### src/rtl/smseq_map.svh
// constants for the supply monitor sequencer
// assumes inclusion by the sequencer module only
`ifndef SMSEQ_MAP_SVH
`define SMSEQ_MAP_SVH
`define SMSEQ_WARN_VECTOR      8'h2B
`define SMSEQ_STROBE_INACTIVE  1'b1
`define SMSEQ_SYNC_RESET       3'h0
`define SMSEQ_SYNC_LOW_RESET   3'h7
`define SMSEQ_LEVELS_RESET     3'h2 // warn clear, below minimum, above backup
`define SMSEQ_VECTOR_RESET     8'h00
`endif

### src/rtl/smseq_pkg.sv
// types for the supply monitor sequencer
// assumes no other package
package smseq_pkg;
   // synchronised comparator levels
   typedef struct packed
   {
      logic warn;
      logic below_min;
      logic below_backup;
   } smseq_levels_type;

   // sequencer states, one-hot
   typedef enum logic [3:0]
   {
      SMSEQ_RUN     = 4'h1,
      SMSEQ_WARN    = 4'h2,
      SMSEQ_RESET   = 4'h4,
      SMSEQ_BACKUP  = 4'h8
   } smseq_state_type;
endpackage

### src/rtl/smseq_sequencer.sv
// supply-fall sequencer: warning interrupt, low-supply reset, backup switchover
// assumes comparator levels arrive asynchronously; one clock at 25 MHz
// Notes on behaviour
// - early warning vectors interrupt to 2Bh
// - warning never halts or resets processor
// - minimum level holds reset until recovery
// - reset drives chip enables, strobe high
// - below backup threshold, switch to cell
// - backup keeps nonvolatile state bits unchanged
`timescale 1ns/1ps
`include "smseq_map.svh"
module smseq_sequencer
#(
   parameter int CE_COUNT = 4,
   parameter int NV_WIDTH = 8
)
(
   input  wire logic                clock,
   input  wire logic                nrst,
   input  wire logic                early_warning_threshold,
   input  wire logic                minimum_operating_level,
   input  wire logic                backup_switchover_threshold,
   input  wire logic                warn_int_enable,
   input  wire logic                warn_int_ack,
   input  wire logic [CE_COUNT-1:0] ce_n_in,
   input  wire logic                rw_n_in,
   input  wire logic                nv_write,
   input  wire logic [NV_WIDTH-1:0] nv_data_in,
   output logic                     warn_int_req,
   output logic [7:0]               warn_int_vector,
   output logic                     cpu_reset,
   output logic [CE_COUNT-1:0]      ce_n_out,
   output logic                     rw_n_out,
   output logic                     on_backup,
   output logic                     external_memory_supply_out,
   output logic [NV_WIDTH-1:0]      nv_state
);

   // refuse sizes the logic cannot serve
   if (CE_COUNT < 1 || NV_WIDTH < 1)
   begin : gen_bad_params
      $error("bad parameters");
   end

   // --------------------------------------------------------
   // input synchronisers
   // --------------------------------------------------------
   logic [2:0] sync_warn;
   logic [2:0] sync_min;
   logic [2:0] sync_bak;
   smseq_pkg::smseq_levels_type lv;

   // three stages each; a change counts when stages two and three agree
   // minimum level starts asserted, so reset holds until it reads clear
   // synchronised level inputs
   always_ff @(posedge clock or negedge nrst)
   begin
      if (!nrst)
      begin
         sync_warn <= `SMSEQ_SYNC_RESET;
         sync_min  <= `SMSEQ_SYNC_LOW_RESET;
         sync_bak  <= `SMSEQ_SYNC_RESET;
      end
      else
      begin
         sync_warn <= {sync_warn[1:0], early_warning_threshold};
         sync_min  <= {sync_min[1:0], minimum_operating_level};
         sync_bak  <= {sync_bak[1:0], backup_switchover_threshold};
      end
   end

   // filtered levels, held while stages two and three disagree
   always_ff @(posedge clock or negedge nrst)
   begin
      if (!nrst)
         lv <= `SMSEQ_LEVELS_RESET;
      else
      begin
         if (sync_warn[1] == sync_warn[2])
            lv.warn <= sync_warn[2];
         if (sync_min[1] == sync_min[2])
            lv.below_min <= sync_min[2];
         if (sync_bak[1] == sync_bak[2])
            lv.below_backup <= sync_bak[2];
      end
   end

   // --------------------------------------------------------
   // sequencer
   // --------------------------------------------------------
   smseq_pkg::smseq_state_type state;
   smseq_pkg::smseq_state_type next_state;

   // low-supply states: processor held, strobes forced off
   function automatic logic smseq_is_low(input smseq_pkg::smseq_state_type s);
      return s == smseq_pkg::SMSEQ_RESET || s == smseq_pkg::SMSEQ_BACKUP;
   endfunction

   // deeper fall wins; reset released only once minimum clears
   always_comb
   begin
      case (state)
         smseq_pkg::SMSEQ_RUN,
         smseq_pkg::SMSEQ_WARN:
            if (lv.below_backup)
               next_state = smseq_pkg::SMSEQ_BACKUP;
            else if (lv.below_min)
               next_state = smseq_pkg::SMSEQ_RESET;
            else if (lv.warn)
               next_state = smseq_pkg::SMSEQ_WARN;
            else
               next_state = smseq_pkg::SMSEQ_RUN;
         smseq_pkg::SMSEQ_RESET,
         smseq_pkg::SMSEQ_BACKUP:
            if (lv.below_backup)
               next_state = smseq_pkg::SMSEQ_BACKUP;
            else if (lv.below_min)
               next_state = smseq_pkg::SMSEQ_RESET;
            else
               next_state = smseq_pkg::SMSEQ_RUN;
         default:
            next_state = smseq_pkg::SMSEQ_RESET;
      endcase
   end

   // state register, starts in reset
   always_ff @(posedge clock or negedge nrst)
   begin
      if (!nrst)
         state <= smseq_pkg::SMSEQ_RESET;
      else
         state <= next_state;
   end

   // --------------------------------------------------------
   // warning interrupt
   // --------------------------------------------------------
   logic warn_seen;

   // one request per warning entry; set wins over acknowledge
   // vector to warning address
   always_ff @(posedge clock or negedge nrst)
   begin
      if (!nrst)
      begin
         warn_int_req <= 1'b0;
         warn_seen    <= 1'b0;
      end
      else
      begin
         warn_seen <= lv.warn;
         if (lv.warn && !warn_seen && warn_int_enable && state == smseq_pkg::SMSEQ_RUN)
            warn_int_req <= 1'b1;
         else if (warn_int_ack || smseq_is_low(state))
            warn_int_req <= 1'b0;
      end
   end

   always_ff @(posedge clock or negedge nrst)
   begin
      if (!nrst)
         warn_int_vector <= `SMSEQ_VECTOR_RESET;
      else
         warn_int_vector <= `SMSEQ_WARN_VECTOR;
   end

   // --------------------------------------------------------
   // reset, strobes and supply path
   // --------------------------------------------------------
   logic in_low;
   assign in_low = smseq_is_low(next_state);

   always_ff @(posedge clock or negedge nrst)
   begin
      if (!nrst)
      begin
         cpu_reset                  <= 1'b1;
         ce_n_out                   <= {CE_COUNT{`SMSEQ_STROBE_INACTIVE}};
         rw_n_out                   <= `SMSEQ_STROBE_INACTIVE;
         on_backup                  <= 1'b0;
         external_memory_supply_out <= 1'b0;
      end
      else
      begin
         cpu_reset                  <= in_low;
         ce_n_out                   <= in_low ? {CE_COUNT{`SMSEQ_STROBE_INACTIVE}} : ce_n_in;
         rw_n_out                   <= in_low ? `SMSEQ_STROBE_INACTIVE : rw_n_in;
         on_backup                  <= next_state == smseq_pkg::SMSEQ_BACKUP;
         external_memory_supply_out <= next_state == smseq_pkg::SMSEQ_BACKUP;
      end
   end

   // --------------------------------------------------------
   // nonvolatile state, untouched by reset
   // --------------------------------------------------------
   // writes only while running
   always_ff @(posedge clock)
   begin
      if (nv_write && !cpu_reset && !in_low)
         nv_state <= nv_data_in;
   end
endmodule

### config.mk
export PLATFORM = sky130hd
export DESIGN_NAME = smseq_sequencer
export DESIGN_NICKNAME = d
export VERILOG_FILES = /design/src/rtl/smseq_pkg.sv /design/src/rtl/smseq_sequencer.sv
export VERILOG_INCLUDE_DIRS = /design/src /design/src/rtl
export SDC_FILE = /design/constraint.sdc
export NUM_CORES = 1
export LEC_CHECK = 0
export ABC_AREA = 1
export BUFFER_PORTS_ARGS = -buffer_cell sky130_fd_sc_hd__buf_2
export CORE_MARGIN = 2
export CORE_UTILIZATION = 53
export CTS_BUF_LIST = sky130_fd_sc_hd__clkbuf_2 sky130_fd_sc_hd__clkbuf_4 sky130_fd_sc_hd__clkbuf_8
export DETAILED_ROUTE_END_ITERATION = 16
export PLACE_DENSITY_LB_ADDON = 0.15
export RECOVER_POWER = 50
export SLEW_MARGIN = 15
export SYNTH_ARGS = -nofsm -noshare
export SYNTH_HDL_FRONTEND = slang
export SYNTH_SLANG_ARGS = --single-unit
### constraint.sdc
create_clock -name clock -period 2.25 [get_ports clock]
set_input_delay 0.225 -clock clock [delete_from_list [all_inputs] [get_ports clock]]
set_output_delay 0.225 -clock clock [all_outputs]
set_load 0.01 [all_outputs]
* Word level (Yosys, flattened, before mapping) *
Index checks and enable logic that the tools add are counted.

word-level totals
  flip-flop bits (word level) = 34
  output and inout bits = 25

cells by class
  equal/unequal tests = 9
  muxes and demuxes = 10
  reduce and logical (&&, ||, !) cells = 14

operators with widths
  kind                                                              count
  4-bit two-way mux                                                 3
  4-bit by 3-bit == test with 1-bit output (second input constant)  2
  4-bit == test (second input constant)                             2
  4-bit one-hot mux with 2 select lines                             1
  3-bit two-way mux                                                 2
  1-bit logical AND                                                 5
  4-bit by 1-bit == test with 1-bit output (second input constant)  1
  4-bit by 2-bit == test with 1-bit output (second input constant)  1
  2-bit OR reduction                                                2
  1-bit == test                                                     3
  1-bit logical NOT                                                 3
  1-bit logical OR                                                  3
  1-bit two-way mux                                                 3
  2-bit two-way mux                                                 1
  2-bit nonzero test                                                1

* Depth between registers and ports, before layout *
Gate-level depths: netlist of the first run.

  depth in word-level cells = 8
  depth in mapped cells = 6
  depth with buffers taken out = 6

* Worst setup path after synthesis of the first run *
No wires, ideal clock.

  kind = reg-to-reg
  start point = register state[2]
  end point = register nv_state[0] (enable)
  setup time = 339 ps
  data arrival time = 1151 ps
  data required time = 1911 ps
  slack = 761 ps
  cell stages (with the launch flop) = 7
  buffers on the path = 0
  clock period less this slack = 1489 ps
  path through = dfstp_2 > inv_1 > nand2_1 > nand3_2 > nand2_4 > nand2_4 > nor2_2

on the way
  longest elaborated chain between the ends = 7
  elaborated cells between the ends (all ways) = 12
  classes of those cells = eq/ne: 6; mux: 1; reduce/logical: 5

RTL lines
  what                                                                              RTL line                RTL
  start: declaration                                                                smseq_sequencer.sv:91   smseq_pkg::smseq_state_type state;
  start signal: assignment                                                          smseq_sequencer.sv:130  state <= smseq_pkg::SMSEQ_RESET;
  start signal: assignment                                                          smseq_sequencer.sv:132  state <= next_state;
  4-bit by 3-bit == test with 1-bit output, or another cell as far along            smseq_sequencer.sv:102  case (state)
  2-bit OR reduction                                                                smseq_sequencer.sv:102
  4-bit one-hot mux with 2 select lines (*)                                         smseq_sequencer.sv:102
  4-bit by 3-bit == test with 1-bit output / 4-bit == test (equally long branches)  smseq_sequencer.sv:96   return s == smseq_pkg::SMSEQ_RESET || s == smseq_pkg::SMSEQ_BACKUP;
  1-bit logical OR (*)                                                              smseq_sequencer.sv:96
  net in_low                                                                        smseq_sequencer.sv:170  logic in_low;
  1-bit logical NOT (*)                                                             smseq_sequencer.sv:199  if (nv_write && !cpu_reset && !in_low)
  1-bit logical AND (*)                                                             smseq_sequencer.sv:199
  end signal: assignment                                                            smseq_sequencer.sv:200  nv_state <= nv_data_in;
  end: declaration                                                                  smseq_sequencer.sv:36   output logic [NV_WIDTH-1:0] nv_state

Mark *: on every way through the listed nets, which the timed path passes. The rest lies on a longest branch.
A chain may end at the register's enable or synchronous reset.

* Worst setup path after layout of the first run *
  start point = register state[2]
  end point = register nv_state[5] (enable)

Same word-level chain as after synthesis.

==> metrics.txt, run 1 <==
status=complete, no violations; MaxCap Viol Count=0; TritonCTS clock tree=done; IO Pins=46; clk buf depth=2; NetSw=0.410 mW; Die H=51.9 µm; Cell Chain, Critical Path=inv_1 > nand2_1 > nand3_2 > nand2_4 > nand2_4 > nor2_2; post-layout minimum cycle time=1670 ps; Clock transition at path regs=90 ps; Die ar.=0.00269 mm²; global-route usage over all layers=16.4%; CP Capture Type=register; Hold Slack=75.4 ps; clock sink count=34; Fin. Hold Viols=0; port bufs=41; Syn Inst Count=86; Final TNS setup=0 ps; sequential element share of the synthesized area=74.5%; Synth cell types=17; Hold Path Class=input pin to register; switching share of power=29.2%; GPL Wtd Cong=0.745; clk_skew=12.1 ps; internal power=0.996 mW; number of CTS-inserted buffers=5; Skew-Pair Late Insertion Delay=330 ps; Synth Cell Area=0.00121 mm²; Detailed Place HPWL=1.36 mm; maximum VDD drop=0.000692 V; largest fanout on the critical path=8; kind of start point of the critical path=register; Final ANT Viol Nets=0; hold path cells=1; fillcell total=176; Hold Path End=nv_state[0]; core area=0.00219 mm²; CTS H-Tree Depth=2; 1st-iter DRT viols=6; FF-to-FF Start=state[2]; CTS root buf=clkbuf_4; Inserted Diodes=0; flops & latches, synth=34; relative slew slack=13.0%; Avg Cell Area, Syn=14.1 µm²; GR Overflow Total=0; Die X=51.9 µm; Worst Tran Pin Value=1300 ps; setup slack, reg-to-reg=580 ps; pwr dens=935 mW/mm²; number of global-route vias before repair=715; initial core utilization=55.4%; CP max stage cell=dfstp_2; Final Cycle Share=74.3%; combinational share of power=21.3%; first-pass GRT wire length=2.85 mm; Total Routed Length=1.89 mm; worst endpoint data arrival time=1650 ps; final slew viol count=0; NumNets Final=154; Vias=739; Leak=0.720 nW; FMAX=598 MHz; final routed DRC violation total=0; initial antenna violation count=0; unrepaired setup endpoints after global routing=false; drt first pass iters=2; largest net degree at the start of global routing=27; R2R cell count=6; CP peak stage delay=560 ps; Hold Path Origin=nv_data_in[0]; CP required=2230 ps; Syn. warnings=0; Post-CTS Setup Bufs=0; fraction of layout cells with a size suffix above 1=48.5%; Avg Vias per Cell=4.56; most frequent CP cell=nand2_4; Area Overhead vs Synth=23.9%; wire per inst=11.7 µm; cell row count=17; reg2reg end=nv_state[5]; clock power share=24.3%; Setup Viol. Count Final=0; sequential share of power=54.4%; crit path kind=register to register; cts repair resizes=0
==> worst max path at each step <==
stage	startpoint	endpoint	slack (ps)	cells past startpoint
global route	state[2]	nv_state[3]	480	6
floorplan	state[2]	nv_state[0]	760	6
detailed placement	state[2]	nv_state[7]	580	6
CTS	state[2]	nv_state[7]	570	6
global placement	state[2]	nv_state[2]	670	6
finish	state[2]	nv_state[5]	580	6
==> flip-flops by register name, summed over array words and instances (netlist names), 3 cells and up <==
signal / flops
ce_n_out: 4
sync_bak: 3
sync_warn: 3
nv_state: 8
state: 4
sync_min: 3
lv: 3
==> placed cells by master (no fill, tap or decap), drive strengths merged <==
| cell | count |
|---|---|
| a21oi | 2 |
| buf | 40 |
| clkbuf | 9 |
| conb | 5 |
| dfrtp | 15 |
| dfstp | 11 |
| dlygate4sd3 | 4 |
| edfxtp | 8 |
| inv | 10 |
| maj3 | 3 |
| nand2 | 10 |
| nand3 | 2 |
| nand3b | 6 |
| nand4 | 1 |
| nor2 | 6 |
| nor3 | 1 |
| o21ai | 1 |
==> layout make-up <==
class                           instances  area (µm²)  area share, %
Clock buffer                            8        60.1           3.99
Inverter                               10        37.5           2.50
Multi-Input combinational cell         37         223           14.8
Sequential cell                        34         905           60.1
Tap cell                               28        35.0           2.33
Timing Repair Buffer                   45         244           16.2
==> layer usage <==
metal  GRT usage (%)  routed length (µm)  part of all wire, %
met3            9.20                 139                  7.4
met4            9.21                  27                  1.4
met2            28.9                1030                   54
met1            14.3                 696                   37
met5               0                   0                    0
==> synthesized netlist by cell type <==
master	n	area, µm²
a21oi_1	2	10.0
buf_4	8	60.1
conb_1	2	7.51
dfrtp_1	15	375
dfstp_2	11	289
edfxtp_1	8	240
inv_1	10	37.5
maj3_1	3	30.0
nand2_1	8	30.0
nand2_4	2	22.5
nand3_2	2	20.0
nand3b_1	6	45.0
nand4_1	1	6.26
nor2_1	3	11.3
nor2_2	3	18.8
nor3_1	1	5.00
o21ai_0	1	5.00
==> cells by family (layout without fill, tap and decap cells) <==
group / count (synthesis) / count (layout) / share of synthesized area, %
buffers and inverters: 18 / 63 / 8.04
DFF: 34 / 34 / 74.5
other: 2 / 5 / 0.619
adders and majority gates: 3 / 3 / 2.47
and+or+nand+nor: 26 / 26 / 13.1
AOI/OAI and AO/OA: 3 / 3 / 1.24
==> worst max-delay path, delay by kind of cell (launching register included) <==
kind	cells	cell delay (ps)
simple gates	5	730
flops	1	560
buf+inv	1	40
==> power groups by stage <==
stage	combinational (mW)	clock [mW]	sequential (mW)
3_5_place_dp	0.297	0	0.779
3_3_place_gp	0.286	0	0.775
5_1_grt	0.335	0.383	0.776
6_report	0.300	0.341	0.765
4_1_cts	0.304	0.351	0.767
2_1_floorplan	0.201	0	0.792
==> through the flow <==
step	util, %	worst slack (ps)	total power [mW]	cell area (µm²)	cells
after floorplan	-	761	0.993	1220	89
final	68.6	579	1.41	1500	162
after CTS	68.7	568	1.42	1510	162
after global routing	68.6	483	1.49	1500	162
after global placement	64.1	670	1.06	1410	150
after detailed placement	64.1	579	1.08	1410	150
==> timing repair <==
action / CTS / global route
hold buffers: 4 / 0
hold endpoints to repair: 18 / 0
setup endpoints to repair: 0 / 0
(Power assumes the default switching activity.)
==> run 2, diff against run 1 <==
Settings changed: CORE_UTILIZATION 53 to 49.
Clock period 2.25 ns to 1.6 ns, I/O delays scaled along.
==> metrics.txt, run 2 (synthesized netlist as in run 1, its figures left out) <==
Fin. Hold Viols=0; relative slew slack=60.2%; largest register by flop count=nv_state; global-route usage over all layers=13.8%; number of global-route vias before repair=667; CTS root buf=clkbuf_4; wire per inst=10.8 µm; hold buffer count at cts=5; most frequent CP cell=nand2_4; DP Worst Slack=95.3 ps; IO Pins=46; port bufs=41; 1st-iter DRT viols=3; Die X=53.8 µm; initial antenna violation count=0; Inserted Diodes=0; Total Routed Length=1.82 mm; Final Cycle Share=93.8%; GPL Wtd Cong=0.714; initial core utilization=50.4%; Die H=53.8 µm; cts repair resizes=0; Worst path top cell family by delay=flip-flops; CTS H-Tree Depth=2; CP required=1630 ps; core area=0.00241 mm²; CP Capture Type=register; kind of start point of the critical path=register; FMAX=667 MHz; clk buf depth=2; MaxCap Viol Count=0; status=complete, no violations; max reg flops=8; GR Overflow Total=0; clk_skew=7.19 ps; Detailed Place HPWL=1.35 mm; NumNets Final=160; number of CTS-inserted buffers=5; Leak=0.747 nW; PnR worst setup slack=99.9 ps; Top Registers=nv_state x8, ce_n_out x4, state x4; drt first pass iters=4; pwr dens=1260 mW/mm²; Post-CTS Setup Bufs=0; final slew viol count=0; cell row count=18; maximum VDD drop=0.000945 V; CP peak stage delay=550 ps; worst endpoint data arrival time=1530 ps; Cell Chain, Critical Path=inv_1 > nand2_1 > nand3_2 > nand2_4 > nand2_4 > nor2_2 > buf_4; Area Overhead vs Synth=28.9%; CP max stage cell=dfstp_2; leading cell type in the layout, fill and taps excluded=buf_2; Clock transition at path regs=90 ps; Final ANT Viol Nets=0; Avg Vias per Cell=4.40; multi-input logic area=223 µm²; Skew-Pair Late Insertion Delay=310 ps; Worst Tran Pin Value=597 ps; unrepaired setup endpoints after global routing=false; CP bufs+invs=2; TritonCTS clock tree=done; Hold Path Class=input pin to register; fillcell total=200; overall power=1.97 mW; post-layout minimum cycle time=1500 ps; Final TNS setup=0 ps; Die ar.=0.00289 mm²; Vias=744; clock sink count=34; largest net degree at the start of global routing=27; Setup Viol. Count Final=0; fraction of layout cells with a size suffix above 1=47.5%; first-pass GRT wire length=2.68 mm; FF+latch area=905 µm²; most frequent cells in the layout=40 x buf_2, 15 x dfrtp_1, 10 x inv_1, 10 x dfstp_2, 9 x dlygate4sd3_1; largest fanout on the critical path=8; crit path kind=register to register; final routed DRC violation total=0
## run 2: cell count changes in the layout (fill, tap and decap cells not counted)
cell	change
dlygate4sd3_1	+5
clkbuf_4	-2
buf_4	+1
clkbuf_1	-1
clkbuf_2	+1
clkbuf_8	+1
## run 2: metal layers
| metal | global-route usage, % | wire, µm | up-vias | share of wire, % |
|---|---|---|---|---|
| li1 | - | - | 365 | - |
| met1 | 14.3 | 692 | 349 | 38 |
| met2 | 22.6 | 968 | 26 | 53 |
| met3 | 4.44 | 125 | 4 | 6.9 |
| met4 | 11.5 | 33 | 0 | 1.8 |
| met5 | 0 | 0 | - | 0 |
## run 2: path summary, 6_finish.rpt
path | from | end | slack, ps | cells past startpoint
min in group asynchronous | nrst | external_memory_supply_out | 380 | 2
worst min register to register | sync_warn[0] | sync_warn[1] | 360 | 0
max in group asynchronous | nrst | warn_seen | 830 | 2
worst max register to register | state[2] | nv_state[0] | 100 | 7
worst min-delay path | nv_data_in[5] | nv_state[5] | 30 | 1
worst max-delay path | state[2] | nv_state[0] | 100 | 7
## run 2: worst register-to-register path: cells and delay by family (launching register included)
kind	cells	cell delay (ps)
buffers and inverters	2	200
and+or+nand+nor	5	470
DFF	1	550
## run 2: metrics by stage
stage               instances  util [%]  instance area, µm²  hold slack, ps
CTS                       165      63.2                1520            1.41
detailed placement        153      58.7                1420             175
global placement          153      58.7                1420             164
finish                    169      64.9                1560            25.5
floorplan                  89         -                1220            -136
global route              169      64.9                1560            5.85
## run 2: layout make-up
| type | instances | area share [%] |
|---|---|---|
| timing repair buffer | 51 | 19.4 |
| clock buffer | 7 | 3.76 |
| sequential | 34 | 57.8 |
| multi-input combinational | 37 | 14.2 |
| inverter | 10 | 2.40 |
| tap | 30 | 2.40 |
## run 2: report_power, final
group | internal [mW] | switching (mW)
Sequential | 1.02 | 0.0550
Combinational | 0.163 | 0.267
Clock | 0.224 | 0.236
Total | 1.41 | 0.559
